File: config.mk
export PLATFORM = sky130hd
export DESIGN_NAME = bblpc_regs
export DESIGN_NICKNAME = d
export VERILOG_FILES = /design/src/bblpc_pkg.sv /design/src/bblpc_regs.sv
export SDC_FILE = /design/constraint.sdc
export NUM_CORES = 1
export LEC_CHECK = 0
export ABC_AREA = 1
export BUFFER_PORTS_ARGS = -buffer_cell sky130_fd_sc_hd__buf_4
export CAP_MARGIN = 20
export CORE_MARGIN = 5
export CORE_UTILIZATION = 60
export CTS_BUF_LIST = sky130_fd_sc_hd__clkbuf_4 sky130_fd_sc_hd__clkbuf_8
export DETAILED_ROUTE_END_ITERATION = 10
export PLACE_DENSITY = 0.93
export SKIP_LAST_GASP = 1
export SLEW_MARGIN = 20
export SYNTH_ARGS = -nofsm -noshare
export SYNTH_HDL_FRONTEND = slang
export SYNTH_SLANG_ARGS = --single-unit
export TNS_END_PERCENT = 50
File: constraint.sdc
create_clock -name clk -period 9.09 [get_ports clk]
set_clock_uncertainty 0.2 [all_clocks]
set_input_delay 1.818 -clock clk [delete_from_list [all_inputs] [get_ports clk]]
set_output_delay 1.818 -clock clk [all_outputs]
set_load 0.1 [all_outputs]
File: src/bblpc_pkg.sv
// package: register map, reset values, field layout and decode constants of the brownout/low-power bank
package bblpc_pkg;
	// ----------------------------------------------------------------
	// register addresses
	// ----------------------------------------------------------------
	localparam logic [7:0] BBLPC_ADDR_BUCK1_BO = 8'h49;
	localparam logic [7:0] BBLPC_ADDR_BUCK2_BO = 8'h4D;
	localparam logic [7:0] BBLPC_ADDR_BUCK3_BO = 8'h51;
	localparam logic [7:0] BBLPC_ADDR_LP_VOLT = 8'h52;
	localparam logic [7:0] BBLPC_RDATA_UNMAPPED = 8'h00;

	// ----------------------------------------------------------------
	// reset values
	// ----------------------------------------------------------------
	localparam logic [7:0] BBLPC_RST_BUCK1_BO = 8'h49;
	localparam logic [7:0] BBLPC_RST_BUCK2_BO = 8'h49;
	localparam logic [7:0] BBLPC_RST_BUCK3_BO = 8'h59;
	localparam logic [7:0] BBLPC_RST_LP_VOLT = 8'h37;

	// ----------------------------------------------------------------
	// field layout
	// ----------------------------------------------------------------
	localparam int BBLPC_BO_THR_HI = 3;
	localparam int BBLPC_BO_THR_LO = 2;
	localparam int BBLPC_BO_HYS_HI = 1;
	localparam int BBLPC_BO_HYS_LO = 0;
	localparam int BBLPC_BO_BLANK_HI = 7;
	localparam int BBLPC_BO_BLANK_LO = 4;
	localparam int BBLPC_LP_RSVD_BIT = 7;
	localparam int BBLPC_LP_CODE_HI = 6;
	localparam int BBLPC_LP_CODE_LO = 0;

	// ----------------------------------------------------------------
	// decode tables, in percent of the output voltage setting
	// ----------------------------------------------------------------
	localparam logic [6:0] BBLPC_THR_PCT_0 = 7'd77;
	localparam logic [6:0] BBLPC_THR_PCT_1 = 7'd81;
	localparam logic [6:0] BBLPC_THR_PCT_2 = 7'd86;
	localparam logic [6:0] BBLPC_THR_PCT_3 = 7'd91;
	localparam logic [4:0] BBLPC_HYS_PCT_0 = 5'd5;
	localparam logic [4:0] BBLPC_HYS_PCT_1 = 5'd10;
	localparam logic [4:0] BBLPC_HYS_PCT_2 = 5'd15;
	localparam logic [4:0] BBLPC_HYS_PCT_3 = 5'd20;

	// low-power target: code 1 is 260 mV, 10 mV per code, code 127 is 1520 mV
	localparam logic [10:0] BBLPC_LP_MV_MIN = 11'd260;
	localparam logic [10:0] BBLPC_LP_MV_STEP = 11'd10;
	localparam logic [6:0] BBLPC_LP_CODE_FIRST = 7'h01;
	localparam logic [6:0] BBLPC_LP_CODE_RSVD = 7'h00;
	localparam int BBLPC_NUM_BUCK = 3;
	localparam int BBLPC_THR_PCT_W = 7;
	localparam int BBLPC_HYS_PCT_W = 5;
endpackage

File: src/bblpc_regs.sv
// module: brownout threshold/hysteresis bank for three bucks plus low-power voltage of the third buck
// register map: 0x49, 0x4D and 0x51 hold brownout settings of bucks 1 to 3
// 0x52 holds the low-power voltage code of buck 3; other addresses read zero
// writes to unmapped addresses are dropped without a trace
// brownout byte: [7:4] no flops, [3:2] falling threshold, [1:0] hysteresis
// low-power byte: [7] reserved but kept, [6:0] low-power voltage code
// decoded outputs trail a register write by one edge more than the register
// mode pin is asynchronous and passes two flops; target and flag switch together
// reserved code 0 is stored as written; its mV target clamps to the lowest step, but the target code in low-power mode stays 0
// limitation: the target output is a code select, conversion to volts lies elsewhere
`timescale 1ns/1ps
`default_nettype none
module bblpc_regs
	import bblpc_pkg::*;
(
	input wire logic clk,
	input wire logic rst_n,
	input wire logic reg_wr_en,
	input wire logic reg_rd_en,
	input wire logic [7:0] reg_addr,
	input wire logic [7:0] reg_wdata,
	input wire logic lowpower_mode_pin,
	input wire logic [7:0] output_voltage_setting,
	output logic [7:0] reg_rdata_q,
	output logic reg_rvalid_q,
	output logic [20:0] brownout_fall_threshold_pct_q,
	output logic [14:0] brownout_hysteresis_pct_q,
	output logic [10:0] lowpower_target_mv_q,
	output logic lowpower_active_q,
	output logic [7:0] buck3_target_code_q
);

	// ----------------------------------------------------------------
	// decode functions
	// ----------------------------------------------------------------
	// threshold code to percent of the output voltage setting
	function automatic logic [6:0] bblpc_thr_pct(input logic [1:0] code);
		case (code)
			2'h0: bblpc_thr_pct = BBLPC_THR_PCT_0;
			2'h1: bblpc_thr_pct = BBLPC_THR_PCT_1;
			2'h2: bblpc_thr_pct = BBLPC_THR_PCT_2;
			default: bblpc_thr_pct = BBLPC_THR_PCT_3;
		endcase
	endfunction

	// hysteresis code to percent of the output voltage setting
	function automatic logic [4:0] bblpc_hys_pct(input logic [1:0] code);
		case (code)
			2'h0: bblpc_hys_pct = BBLPC_HYS_PCT_0;
			2'h1: bblpc_hys_pct = BBLPC_HYS_PCT_1;
			2'h2: bblpc_hys_pct = BBLPC_HYS_PCT_2;
			default: bblpc_hys_pct = BBLPC_HYS_PCT_3;
		endcase
	endfunction

	// reserved code 0 is clamped to the floor so the target never drops below 0.26V
	function automatic logic [10:0] bblpc_lp_mv(input logic [6:0] code);
		logic [6:0] eff;
		logic [10:0] steps;
		eff = (code == BBLPC_LP_CODE_RSVD) ? BBLPC_LP_CODE_FIRST : code;
		steps = 11'(eff - BBLPC_LP_CODE_FIRST);
		bblpc_lp_mv = 11'(BBLPC_LP_MV_MIN + 11'(steps * BBLPC_LP_MV_STEP));
	endfunction

	// ----------------------------------------------------------------
	// storage
	// ----------------------------------------------------------------
	logic [3:0] bo_cfg_q [BBLPC_NUM_BUCK];
	logic [7:0] lp_volt_q;

	// mode pin synchroniser stages
	logic lp_sync1_q;
	logic lp_sync2_q;

	// next values of the read byte and of the third buck's target code
	logic [7:0] rdata_d;
	logic [7:0] buck3_target_d;

	// only the low nibble of each brownout register has flops; the top nibble is fixed
	always_ff @(posedge clk or negedge rst_n) begin
		if (!rst_n) begin
			bo_cfg_q[0] <= BBLPC_RST_BUCK1_BO[BBLPC_BO_THR_HI:BBLPC_BO_HYS_LO];
			bo_cfg_q[1] <= BBLPC_RST_BUCK2_BO[BBLPC_BO_THR_HI:BBLPC_BO_HYS_LO];
			bo_cfg_q[2] <= BBLPC_RST_BUCK3_BO[BBLPC_BO_THR_HI:BBLPC_BO_HYS_LO];
		end else if (reg_wr_en) begin
			case (reg_addr)
				BBLPC_ADDR_BUCK1_BO: bo_cfg_q[0] <= reg_wdata[BBLPC_BO_THR_HI:BBLPC_BO_HYS_LO];
				BBLPC_ADDR_BUCK2_BO: bo_cfg_q[1] <= reg_wdata[BBLPC_BO_THR_HI:BBLPC_BO_HYS_LO];
				BBLPC_ADDR_BUCK3_BO: bo_cfg_q[2] <= reg_wdata[BBLPC_BO_THR_HI:BBLPC_BO_HYS_LO];
				default: ;
			endcase
		end
	end

	// whole byte stored, reserved bit included; code 0 is accepted but software must avoid it
	always_ff @(posedge clk or negedge rst_n) begin
		if (!rst_n) begin
			lp_volt_q <= BBLPC_RST_LP_VOLT;
		end else if (reg_wr_en && (reg_addr == BBLPC_ADDR_LP_VOLT)) begin
			lp_volt_q <= reg_wdata;
		end
	end

	// ----------------------------------------------------------------
	// read path
	// ----------------------------------------------------------------
	// read data is registered: one cycle latency, unmapped addresses read zero
	always_comb begin
		case (reg_addr)
			BBLPC_ADDR_BUCK1_BO: rdata_d = {BBLPC_RST_BUCK1_BO[BBLPC_BO_BLANK_HI:BBLPC_BO_BLANK_LO], bo_cfg_q[0]};
			BBLPC_ADDR_BUCK2_BO: rdata_d = {BBLPC_RST_BUCK2_BO[BBLPC_BO_BLANK_HI:BBLPC_BO_BLANK_LO], bo_cfg_q[1]};
			BBLPC_ADDR_BUCK3_BO: rdata_d = {BBLPC_RST_BUCK3_BO[BBLPC_BO_BLANK_HI:BBLPC_BO_BLANK_LO], bo_cfg_q[2]};
			BBLPC_ADDR_LP_VOLT: rdata_d = lp_volt_q;
			default: rdata_d = BBLPC_RDATA_UNMAPPED;
		endcase
	end

	// read byte is captured only on a read so it stands until the next one
	always_ff @(posedge clk or negedge rst_n) begin
		if (!rst_n) begin
			reg_rdata_q <= BBLPC_RDATA_UNMAPPED;
		end else if (reg_rd_en) begin
			reg_rdata_q <= rdata_d;
		end
	end

	// valid is a one-cycle echo of the read strobe, unmapped reads included
	always_ff @(posedge clk or negedge rst_n) begin
		if (!rst_n) begin
			reg_rvalid_q <= 1'b0;
		end else begin
			reg_rvalid_q <= reg_rd_en;
		end
	end

	// ----------------------------------------------------------------
	// brownout decode outputs
	// ----------------------------------------------------------------
	// threshold percent per buck; registered so the comparator never sees a decode glitch
	always_ff @(posedge clk or negedge rst_n) begin
		if (!rst_n) begin
			brownout_fall_threshold_pct_q <= '0;
		end else begin
			for (int i = 0; i < BBLPC_NUM_BUCK; i++) begin
				brownout_fall_threshold_pct_q[i*BBLPC_THR_PCT_W +: BBLPC_THR_PCT_W] <=
					bblpc_thr_pct(bo_cfg_q[i][BBLPC_BO_THR_HI:BBLPC_BO_THR_LO]);
			end
		end
	end

	// hysteresis percent per buck, same timing as the threshold
	always_ff @(posedge clk or negedge rst_n) begin
		if (!rst_n) begin
			brownout_hysteresis_pct_q <= '0;
		end else begin
			for (int i = 0; i < BBLPC_NUM_BUCK; i++) begin
				brownout_hysteresis_pct_q[i*BBLPC_HYS_PCT_W +: BBLPC_HYS_PCT_W] <=
					bblpc_hys_pct(bo_cfg_q[i][BBLPC_BO_HYS_HI:BBLPC_BO_HYS_LO]);
			end
		end
	end

	// ----------------------------------------------------------------
	// low-power mode selection for the third buck
	// ----------------------------------------------------------------
	// mode pin is asynchronous to clk, two flops before use
	always_ff @(posedge clk or negedge rst_n) begin
		if (!rst_n) begin
			lp_sync1_q <= 1'b0;
			lp_sync2_q <= 1'b0;
		end else begin
			lp_sync1_q <= lowpower_mode_pin;
			lp_sync2_q <= lp_sync1_q;
		end
	end

	// low-power target follows the field in any mode, so it is ready before entry
	always_ff @(posedge clk or negedge rst_n) begin
		if (!rst_n) begin
			lowpower_target_mv_q <= '0;
		end else begin
			lowpower_target_mv_q <= bblpc_lp_mv(lp_volt_q[BBLPC_LP_CODE_HI:BBLPC_LP_CODE_LO]);
		end
	end

	// mode flag mirrors the second sync stage, in step with the target code
	always_ff @(posedge clk or negedge rst_n) begin
		if (!rst_n) begin
			lowpower_active_q <= 1'b0;
		end else begin
			lowpower_active_q <= lp_sync2_q;
		end
	end

	// next target code: low-power field in low-power mode, else the normal setting
	always_comb begin
		if (lp_sync2_q) begin
			buck3_target_d = {1'b0, lp_volt_q[BBLPC_LP_CODE_HI:BBLPC_LP_CODE_LO]};
		end else begin
			buck3_target_d = output_voltage_setting;
		end
	end

	// target code changes on the same edge as the mode flag, never one apart
	always_ff @(posedge clk or negedge rst_n) begin
		if (!rst_n) begin
			buck3_target_code_q <= '0;
		end else begin
			buck3_target_code_q <= buck3_target_d;
		end
	end

endmodule // bblpc_regs
`default_nettype wire

Word-level counts from Yosys, hierarchy flattened
Index checks and enable logic that the tools add are counted.

Add/sub/neg operators: 2. Reductions and logical operators: 11. Multiplexer cells: 9. Multiply operators: 1. Equal/unequal tests: 16.

Operator list (count): $pmux 5 s3 (6); $eq 8x7->1 const B (4); $pmux 8 s4 (1); $eq 2x1->1 const B (6); $eq 2x2->1 const B (6); $logic_not 2->1 (6); $add 9x11->11 const A (1); $mul 11x3->10 const B (1); $mux 8 (1); $sub 7x1->8 const B (1); $logic_not 7->1 (1); $mux 7 (1); $reduce_and 2->1 (3); $logic_and 1x1->1 (1).

Register bits after elaboration: 87. Word-level logic and storage cells: 52.

Depth between registers and ports, before layout
Gate-level depths: netlist of the first run.

Depth after elaboration: 5. Depth in mapped cells: 20. Mapped depth without buffers: 20.

Worst setup path after synthesis of the first run
Ideal clock, no wire load.

Path kind: flip-flop to output port. Start point: reg brownout_fall_threshold_pct_q[13]. End point: out brownout_fall_threshold_pct_q[13]. Required time: 7.072 ns. Path buffers: 1. Slack: 5.731 ns. Stages on the path, launching flop included: 2. Data arrival time: 1.341 ns. Path through: dfrtp_1 buf_4.

RTL lines: start, declared (line bblpc_regs.sv:26) `output logic [20:0] brownout_fall_threshold_pct_q,`; start signal, assigned by index (line bblpc_regs.sv:145) `brownout_fall_threshold_pct_q[i*BBLPC_THR_PCT_W +: BBLPC_THR_PCT_W] <=`.

No word-level cell between the ends.

Worst setup path after layout of the first run
Start point: reg lp_volt_q[4]. End point: reg lowpower_target_mv_q[10].

Longest elaborated chain between the ends: 5.

RTL lines: start, declared (line bblpc_regs.sv:69) `logic [7:0] lp_volt_q;`; start signal, assigned (line bblpc_regs.sv:100) `lp_volt_q <= reg_wdata;`; $logic_not 7->1 (line bblpc_regs.sv:60) `eff = (code == BBLPC_LP_CODE_RSVD) ? BBLPC_LP_CODE_FIRST : code;`; $mux 7 (*) (line bblpc_regs.sv:60); $sub 7x1->8 (*) (line bblpc_regs.sv:61) `steps = 11'(eff - BBLPC_LP_CODE_FIRST);`; $mul 11x3->10 (*) (line bblpc_regs.sv:62) `bblpc_lp_mv = 11'(BBLPC_LP_MV_MIN + 11'(steps * BBLPC_LP_MV_STEP));`; $add 9x11->11 (*) (line bblpc_regs.sv:62); end signal, assigned (line bblpc_regs.sv:182) `lowpower_target_mv_q <= bblpc_lp_mv(lp_volt_q[BBLPC_LP_CODE_HI:BBLPC_LP_CODE_LO]);`; end, declared (line bblpc_regs.sv:28) `output logic [10:0] lowpower_target_mv_q,`.

Every way passes the cells marked *; elsewhere a longest branch is shown, timed or not. A chain may end at the register's enable or synchronous reset.

==> metrics.txt, run 1 <==
status finished, final reports clean; Sw Pwr 538 µW; Startpoint Class flop; FF-to-FF Start lp_volt_q[4]; Final Power 1.14 mW; Initial Utilization 0.613; worst hold path class reg -> reg; clk root buf clkbuf_8; non-filler instance count after layout 571; synth warn 0; Slew @ Worst Pin 0.944 ns; CTS Buf Count 9; # Post-CTS Setup Buffers 0; max_slew headroom 0.371; hold depth 0; H-tree depth 3; antenna cell count 0; RSZ-0062 raised after global routing false; flop2flop setup slack 5.67 ns; Fin. Hold Viols 0; Resized Gates After CTS 0; setup ws final between 5 and 6 ns; worst hold start lp_sync1_q; WP data required 9.12 ns; WL final just over 8000 µm; largest net degree at the start of global routing 79; antenna violations before repair 0; Critical Path AT 3.46 ns; Cell Int Power 601 µW; Final Instance Area between 0.004 and 0.005 mm²; Antenna Nets Post-Route 0; Post-Synthesis Cells 396; Synth top area share 0.430; pre-CTS WS 5.70 ns; Reg clk slew, reported paths 0.09 ns; IO Count 94; TritonCTS clock tree done; Sw Ratio 0.472; drt wl/cell 14.6 µm; # DRC 0; Yosys cell types 31; Fin Hold WS 0.154 ns; Crit Path Max Fanout 4; setup_tns 0 ns; Pwr Density between 200 and 250 mW/mm²; drt via density 5.20; Die Area 0.00820 mm²; grt total ovfl 0; period utilisation layout 0.377; input/output buffers 89; Final Slew Violations 0; hold buffer count at cts 0; Tmin final between 3 and 4 ns; ys async rst share 1.00; Hold EP lp_sync2_q; maximum clock insertion buffer count 2; area grow syn2layout 22.4%; post-synthesis sequential area ratio 0.505; detailed-placement wirelength estimate about 6300 µm; Main synth FF type dfrtp_1; P_leak approximately 2.5 nW; worst reg2reg path depth 16; Synth area leader dfrtp_1; # setup viols final 0; global-route usage over all layers 0.212; core region area 0.00635 mm²; global-route wire length before repair 14,200 µm; most numerous cell in the Yosys netlist nand2_1; Die H 90.6 µm; Worst R2R End lowpower_target_mv_q[10]; Yosys reg bits 78; fmax around 290 MHz; routed vias 2,970; DR pass1 iterations 5; die width 90.6 µm; synthesized area per cell roughly 9.8 µm²; layout cell share with drive strength beyond 1 0.296; clock sinks 78; Clk network pwr share 0.207; Max-cap violations 0; RePlAce Congestion roughly 0.85; VDD IR-drop max 394 µV; Netlist Area Pre-Place approximately 0.0039 mm²; placed cell area 0.00459 mm²; Post-synth top cells nand2_1, dfrtp_1, inv_1; vias in the first global route 3,054; Flop pwr share 0.361; crit end category flop; Clock Latency Late Sink about 0.35 ns; worst setup path startpoint lp_volt_q[4]; placed insts 555; Synth area leaders dfrtp_1, ha_1, dfstp_2; initial drt markers 220; Comb power frac 0.431; Post-synth EDFFs 0; final net count 560; Core Util, Final 0.751; critical path class reg -> reg; Rows 29
cells by family after synthesis:
| group | after synthesis | share of synthesized area |
|---|---|---|
| AND/OR/NAND/NOR | 155 | 0.201 |
| buffers and inverters | 66 | 0.0755 |
| other | 2 | 0.00193 |
| XOR/XNOR | 8 | 0.0180 |
| flip-flops | 78 | 0.505 |
| AO/OA/AOI/OAI | 45 | 0.0617 |
| adder cells (fa/ha/maj) | 42 | 0.137 |
layout by cell type, fill, tap and decap left out, drive strengths merged:
master	n
buf	89
nand2	82
dfrtp	67
inv	56
ha	41
nor2	35
o21ai	31
nand3	28
dfstp	11
a21oi	10
clkbuf	9
conb	7
or2	6
xor2	5
xnor2	3
nand4	3
clkinvlp	3
o31ai	2
a31oi	2
clkinv	2
nand3b	1
fa	1
layout make-up:
type	count	area (µm²)
multi-input cells	257	1650
clock inverters	7	57.6
repair buffers	89	668
clock buffers	9	124
well taps	77	96.3
inverters	54	203
fillers	414	1580
flip-flops and latches	78	1970
power groups by stage:
stage	Combinational (mW)	Sequential [mW]	Clock (mW)
after global placement	0.482	0.416	0
after detailed placement	0.491	0.417	0
after CTS	0.493	0.411	0.240
after floorplan	0.149	0.660	0
final	0.491	0.412	0.236
after global routing	0.521	0.417	0.257
state kept, by name (all words and copies together), names as in the netlist, 8 cells and up:
register / count
brownout_fall_threshold_pct_q: 16
brownout_hysteresis_pct_q: 12
reg_rdata_q: 8
bo_cfg_q: 12
lowpower_target_mv_q: 10
lp_volt_q: 8
buck3_target_code_q: 8
per-layer routing:
layer	part of all wire	global-route usage	vias to the layer above	wire length (µm)
met2	0.52	0.369	95	4320
met1	0.40	0.249	1438	3310
met4	0.019	0.0893	0	158
li1	-	-	1422	-
met3	0.064	0.0517	15	530
met5	0	0	-	0
worst max-delay path, stage by stage, from the launching register on:
cell and delay, ns:
dfstp_2 0.55, inv_1 0.09, nand2_1 0.12, nor2_1 0.07, a31oi_1 0.24, ha_1 0.31, inv_1 0.12, ha_1 0.25
ha_1 0.24, fa_1 0.54, nand3_1 0.11, nor2_1 0.12, nand3_1 0.11, nand2_1 0.10, nand2_1 0.06, nand2_1 0.05
nand2_1 0.04
worst max-delay path by stage:
stage,to,slack [ns],cells past startpoint
after floorplan,brownout_fall_threshold_pct_q[13],5.73,1
after global placement,lowpower_target_mv_q[10],5.82,16
after detailed placement,lowpower_target_mv_q[10],5.70,16
after CTS,lowpower_target_mv_q[10],5.67,16
after global routing,lowpower_target_mv_q[10],5.36,16
final,lowpower_target_mv_q[10],5.67,16
Power figures use the tool's default switching activity.
==> run 2, diff against run 1 <==
--- a/config.mk
+++ b/config.mk
@@ -9,10 +9,10 @@
 export BUFFER_PORTS_ARGS = -buffer_cell sky130_fd_sc_hd__buf_4
 export CAP_MARGIN = 20
 export CORE_MARGIN = 5
-export CORE_UTILIZATION = 60
+export CORE_UTILIZATION = 50
 export CTS_BUF_LIST = sky130_fd_sc_hd__clkbuf_4 sky130_fd_sc_hd__clkbuf_8
 export DETAILED_ROUTE_END_ITERATION = 10
-export PLACE_DENSITY = 0.93
+export PLACE_DENSITY = 0.83
 export SKIP_LAST_GASP = 1
 export SLEW_MARGIN = 20
 export SYNTH_ARGS = -nofsm -noshare
==> constraint.sdc (replaced) <==
create_clock -name clk -period 2.9 [get_ports clk]
set_clock_uncertainty 0.2 [all_clocks]
set_input_delay 0.58 -clock clk [delete_from_list [all_inputs] [get_ports clk]]
set_output_delay 0.58 -clock clk [all_outputs]
set_load 0.1 [all_outputs]
==> metrics.txt, run 2 (synthesized netlist as in run 1, its figures left out) <==
critical path class reg -> reg; clk root buf clkbuf_8; clock sinks 78 (unchanged); Pwr Density 748 mW/mm² (+210%); hold depth 1 (+1); Initial Utilization 0.509 (-0.104); crit end category flop; CP cell instances inv_2 -> nand2_2 -> nor2_4 -> a31oi_4 -> ha_4 -> inv_4 -> ha_4 -> ha_4 -> fa_2 -> nand3_2 -> nor2_2 -> nand3_2 -> buf_6 -> xnor2_1; Fin. Hold Viols 0 (unchanged); setup ws final -0.107 ns (-5.77 ns); layout cell share with drive strength beyond 1 0.387 (+0.0910); Startpoint Class flop; worst setup path startpoint lp_volt_q[4]; flop2flop setup slack -0.11 ns (-5.77 ns); IO Count 94 (unchanged); biggest regs brownout_fall_threshold_pct_q: 16 flops, bo_cfg_q: 12 flops, brownout_hysteresis_pct_q: 12 flops; RePlAce Congestion 0.816 (-3.8%); # setup viols final 4 (+4); Final Slew Violations 0 (unchanged); maximum clock insertion buffer count 2 (unchanged); initial drt markers 148 (-33%); fmax 333 MHz (+14%); WP data required 2.93 ns (-6.19 ns); period utilisation layout 1.04 (+0.660); Clock Latency Late Sink 0.34 ns (about the same); Slew @ Worst Pin 0.938 ns (-0.00614 ns); Rows 32 (+10%); DR pass1 iterations 5 (unchanged); Final Power 3.91 mW (+240%); Critical Path AT 3.04 ns (-0.42 ns); # DRC 0 (unchanged); Die Area 0.00966 mm² (+18%); antenna violations before repair 0 (unchanged); Max-cap violations 0 (unchanged); drt wl/cell 14.5 µm (-0.49%); Antenna Nets Post-Route 0 (unchanged); core region area 0.00765 mm² (+20%); worst reg2reg path depth 14 (-2); Largest register FFs 16 (unchanged); routed vias 3,072 (+3.4%); P_leak 2.71 nW (+7.1%); Critical-path top delay cell fa_2; H-tree depth 3 (unchanged); detailed-placement wirelength estimate 6470 µm (+2.7%); final net count 586 (+4.6%); area grow syn2layout 34.3%; CP most frequent cell ha_4; Crit Path Max Fanout 3 (-1); grt total ovfl 0 (unchanged); hold buffer count at cts 0 (unchanged); Tmin final 3.01 ns (-0.418 ns); antenna cell count 0 (unchanged); worst path buffer plus inverter count 3 (+1); worst hold path class in -> reg; WL final 9020 µm (+8.4%); FF-to-FF Start lp_volt_q[4]; failing checks setup timing; global-route usage over all layers 0.194 (-0.0180); Die H 98.3 µm (+8.5%); worst hold start lowpower_mode_pin; CTS Buf Count 9 (unchanged); setup_tns -0.329 ns (-0.329 ns); delay-heaviest family, CP adder cells; commonest non-fill, non-tap cell in the layout buf_4; VDD IR-drop max 411 µV (+4.3%); max_slew headroom 0.375 (+0.00409); die width 98.3 µm (+8.5%); status finished with violations; global-route wire length before repair 15,000 µm (+5.2%); vias in the first global route 3,123 (+2.3%); Reg clk slew, reported paths 0.07 ns (-0.02 ns); fill cell count 578 (+40%); RSZ-0062 raised after global routing true; most frequent cells in the layout buf_4, nand2_1, dfrtp_1; drt via density 4.94 (-5.0%); input/output buffers 89 (unchanged); TritonCTS clock tree done; Hold EP lp_sync1_q; CP peak stage delay 0.60 ns (+0.05 ns); Worst R2R End lowpower_target_mv_q[8]; Biggest register brownout_fall_threshold_pct_q; largest net degree at the start of global routing 79 (unchanged)
run 2: cell types whose count changed in the layout (fill, tap and decap cells not counted), sizes merged:
cell	change
clkbuf	+3
bufinv	+2
buf	+26
inv	-2
clkinvlp	-3
run 2: layout make-up:
cell class	instances	area, µm²	area share
Clock buffer	12	153	0.0292
Multi-Input combinational cell	257	1840	0.352
Inverter	54	205	0.0392
Tap cell	102	128	0.0244
Sequential cell	78	1970	0.376
Timing Repair Buffer	115	867	0.166
Clock inverter	4	70.1	0.0134
run 2: repair_timing:
item | in CTS | in global routing
pin swaps | 14 | 4
endpoints found under the setup margin | 5 | 6
buffers inserted | 2 | 3
hold endpoints to repair | 0 | 0
gates resized for setup | 6 | 22
run 2: per-layer routing:
layer / up-vias / track usage / wire [µm]
met2: 107 / 0.350 / 4780
li1: 1476 / - / -
met4: 0 / 0.0588 / 160
met5: - / 0 / 0
met1: 1477 / 0.226 / 3470
met3: 12 / 0.0521 / 601
run 2: stage by stage:
| step | instances | hold slack, ns | utilization | instance area, µm² | setup WS, ns |
|---|---|---|---|---|---|
| floorplan | 401 | 0.0844 | - | 3940 | -0.191 |
| global placement | 601 | 0.135 | 0.628 | 4800 | -0.157 |
| detailed placement | 601 | 0.142 | 0.628 | 4800 | -0.297 |
| CTS | 619 | 0.124 | 0.666 | 5100 | -0.147 |
| global route | 622 | 0.115 | 0.684 | 5230 | -0.281 |
| finish | 622 | 0.141 | 0.684 | 5230 | -0.107 |
run 2: worst max-delay path by stage:
stage / depth (start not counted) / endpoint / slack (ns)
6_report: 14 / lowpower_target_mv_q[8] / -0.11
5_1_grt: 14 / lowpower_target_mv_q[10] / -0.28
4_1_cts: 16 / lowpower_target_mv_q[10] / -0.15
3_5_place_dp: 16 / lowpower_target_mv_q[10] / -0.30
3_3_place_gp: 16 / lowpower_target_mv_q[10] / -0.16
2_1_floorplan: 16 / lowpower_target_mv_q[10] / -0.19
run 2: power by group:
part | internal (mW) | leakage (nW) | switching (mW) | total [mW]
sequential | 1.23 | 0.870 | 0.0626 | 1.29
clock | 0.525 | 0.117 | 0.379 | 0.904
combinational | 0.452 | 1.72 | 1.27 | 1.72
total | 2.20 | 2.71 | 1.71 | 3.91
==> run 3, diff against run 2 <==
--- a/config.mk
+++ b/config.mk
@@ -9,10 +9,10 @@
 export BUFFER_PORTS_ARGS = -buffer_cell sky130_fd_sc_hd__buf_4
 export CAP_MARGIN = 20
 export CORE_MARGIN = 5
-export CORE_UTILIZATION = 50
+export CORE_UTILIZATION = 55
 export CTS_BUF_LIST = sky130_fd_sc_hd__clkbuf_4 sky130_fd_sc_hd__clkbuf_8
 export DETAILED_ROUTE_END_ITERATION = 10
-export PLACE_DENSITY = 0.83
+export PLACE_DENSITY = 0.87
 export SKIP_LAST_GASP = 1
 export SLEW_MARGIN = 20
 export SYNTH_ARGS = -nofsm -noshare
==> constraint.sdc (replaced) <==
create_clock -name clk -period 3 [get_ports clk]
set_clock_uncertainty 0.2 [all_clocks]
set_input_delay 0.6 -clock clk [delete_from_list [all_inputs] [get_ports clk]]
set_output_delay 0.6 -clock clk [all_outputs]
set_load 0.1 [all_outputs]
==> metrics.txt, run 3 (synthesized netlist as in run 1, its figures left out) <==
CP most frequent cell nand2_1; layout cell share with drive strength beyond 1 0.368 (-0.0181); vias in the first global route 2,979 (-4.6%); P_leak 2.65 nW (-2.0%); antenna violations before repair 0 (unchanged); largest net degree at the start of global routing 79 (unchanged); IO Count 94 (unchanged); CTS Buf Count 9 (unchanged); VDD IR-drop max 358 µV (-13%); Tmin final 3.10 ns (+0.0890 ns); input/output buffers 89 (unchanged); failing checks setup timing; core region area 0.00683 mm² (-11%); area grow syn2layout 31.4%; most frequent cells in the layout buf_4, nand2_1, dfrtp_1; Fin. Hold Viols 0 (unchanged); Final Power 3.76 mW (-3.9%); # DRC 0 (unchanged); antenna cell count 0 (unchanged); CP peak stage delay 0.55 ns (-0.05 ns); Critical-path top delay cell dfstp_2; die width 94.2 µm (-4.2%); status finished with violations; Antenna Nets Post-Route 0 (unchanged); worst path buffer plus inverter count 3 (unchanged); Biggest register brownout_fall_threshold_pct_q; worst hold path class in -> reg; Max-cap violations 0 (unchanged); clk root buf clkbuf_8; initial drt markers 173 (+17%); commonest non-fill, non-tap cell in the layout buf_4; H-tree depth 3 (unchanged); pre-CTS WS -0.173 ns (+0.124 ns); biggest regs brownout_fall_threshold_pct_q: 16 flops, bo_cfg_q: 12 flops, brownout_hysteresis_pct_q: 12 flops; Startpoint Class flop; Die H 94.2 µm (-4.2%); routed vias 3,048 (-0.78%); maximum clock insertion buffer count 2 (unchanged); crit end category flop; drt wl/cell 15.0 µm (+3.4%); TritonCTS clock tree done; global-route wire length before repair 14,400 µm (-3.9%); RSZ-0062 raised after global routing true; Reg clk slew, reported paths 0.08 ns (about the same); Rows 30 (-6.3%); Critical Path AT 3.14 ns (+0.10 ns); RePlAce Congestion 0.800 (-1.9%); Largest register FFs 16 (unchanged); final net count 579 (-1.2%); Slew @ Worst Pin 0.947 ns (+0.00902 ns); period utilisation layout 1.03 (-0.00490); delay-heaviest family, CP adder cells; Die Area 0.00887 mm² (-8.2%); clock sinks 78 (unchanged); critical path class reg -> reg; grt total ovfl 0 (unchanged); detailed-placement wirelength estimate 6500 µm (+0.37%); setup ws final -0.0956 ns (+0.0110 ns); CP cell instances inv_2 -> nand2_2 -> nor2_4 -> a31oi_4 -> ha_4 -> nand2_4 -> xor2_2 -> buf_4 -> ha_1 -> ha_4 -> nand2_1 -> nand2_1 -> inv_1 -> nand2_1 -> nand2_1 -> nand2_2 -> nand2_1 -> nand3_1 -> nand2_1; global-route usage over all layers 0.208 (+0.0133); Clock Latency Late Sink 0.35 ns (about the same); hold buffer count at cts 0 (unchanged); DR pass1 iterations 4 (-1); Crit Path Max Fanout 5 (+2); max_slew headroom 0.369 (-0.00601); Initial Utilization 0.570 (+0.0608); # setup viols final 2 (-2); fmax 323 MHz (-2.9%); drt via density 5.00 (+1.3%); WP data required 3.05 ns (+0.12 ns); Pwr Density 735 mW/mm² (-1.8%); Final Slew Violations 0 (unchanged); WL final 9130 µm (+1.3%)
-- run 3: area by class of cell --
type | instances | area, µm²
sequential | 78 | 1970
multi-input combinational | 257 | 1790
fill | 473 | 1720
timing repair buffer | 108 | 811
inverter | 54 | 205
clock buffer | 11 | 145
tap | 96 | 120
clock inverter | 5 | 82.6
-- run 3: final timing paths --
kind / from / to / cells past startpoint / slack (ns)
min reg2reg: lp_sync1_q / lp_sync2_q / 0 / 0.16
max in group asynchronous: rst_n / brownout_fall_threshold_pct_q[17] / 1 / 1.80
min: lowpower_mode_pin / lp_sync1_q / 1 / 0.15
max: lp_volt_q[4] / lowpower_target_mv_q[10] / 19 / -0.1
min in group asynchronous: rst_n / brownout_fall_threshold_pct_q[13] / 1 / 0.19
max reg2reg: lp_volt_q[4] / lowpower_target_mv_q[10] / 19 / -0.1
-- run 3: metal layers --
layer,global-route usage,vias up,share of wire
met2,0.359,114,0.51
met3,0.0393,24,0.069
met1,0.251,1451,0.39
met5,0,-,0
li1,-,1459,-
met4,0.0903,0,0.026
-- run 3: what timing repair did --
item,in CTS,in global routing
setup buffers,2,0
endpoints found under the setup margin,5,5
hold endpoints to repair,0,0
gates resized for setup,9,12
gates cloned,0,0
pin swaps,12,3
-- run 3: per-stage QoR --
stage	hold slack (ns)	utilization	cells	TNS (ns)	area, µm²
floorplan	0.104	-	401	-0.169	3940
global placement	0.133	0.697	591	-0.0683	4760
detailed placement	0.146	0.697	591	-0.425	4760
CTS	0.138	0.742	609	-0.0166	5070
global route	0.136	0.749	609	-0.688	5120
finish	0.152	0.749	609	-0.153	5120
-- run 3: report_power, final --
group	internal, mW	total, mW	switching (mW)	leakage [nW]
clock	0.500	0.884	0.384	0.105
combinational	0.411	1.63	1.22	1.68
sequential	1.18	1.24	0.0592	0.870
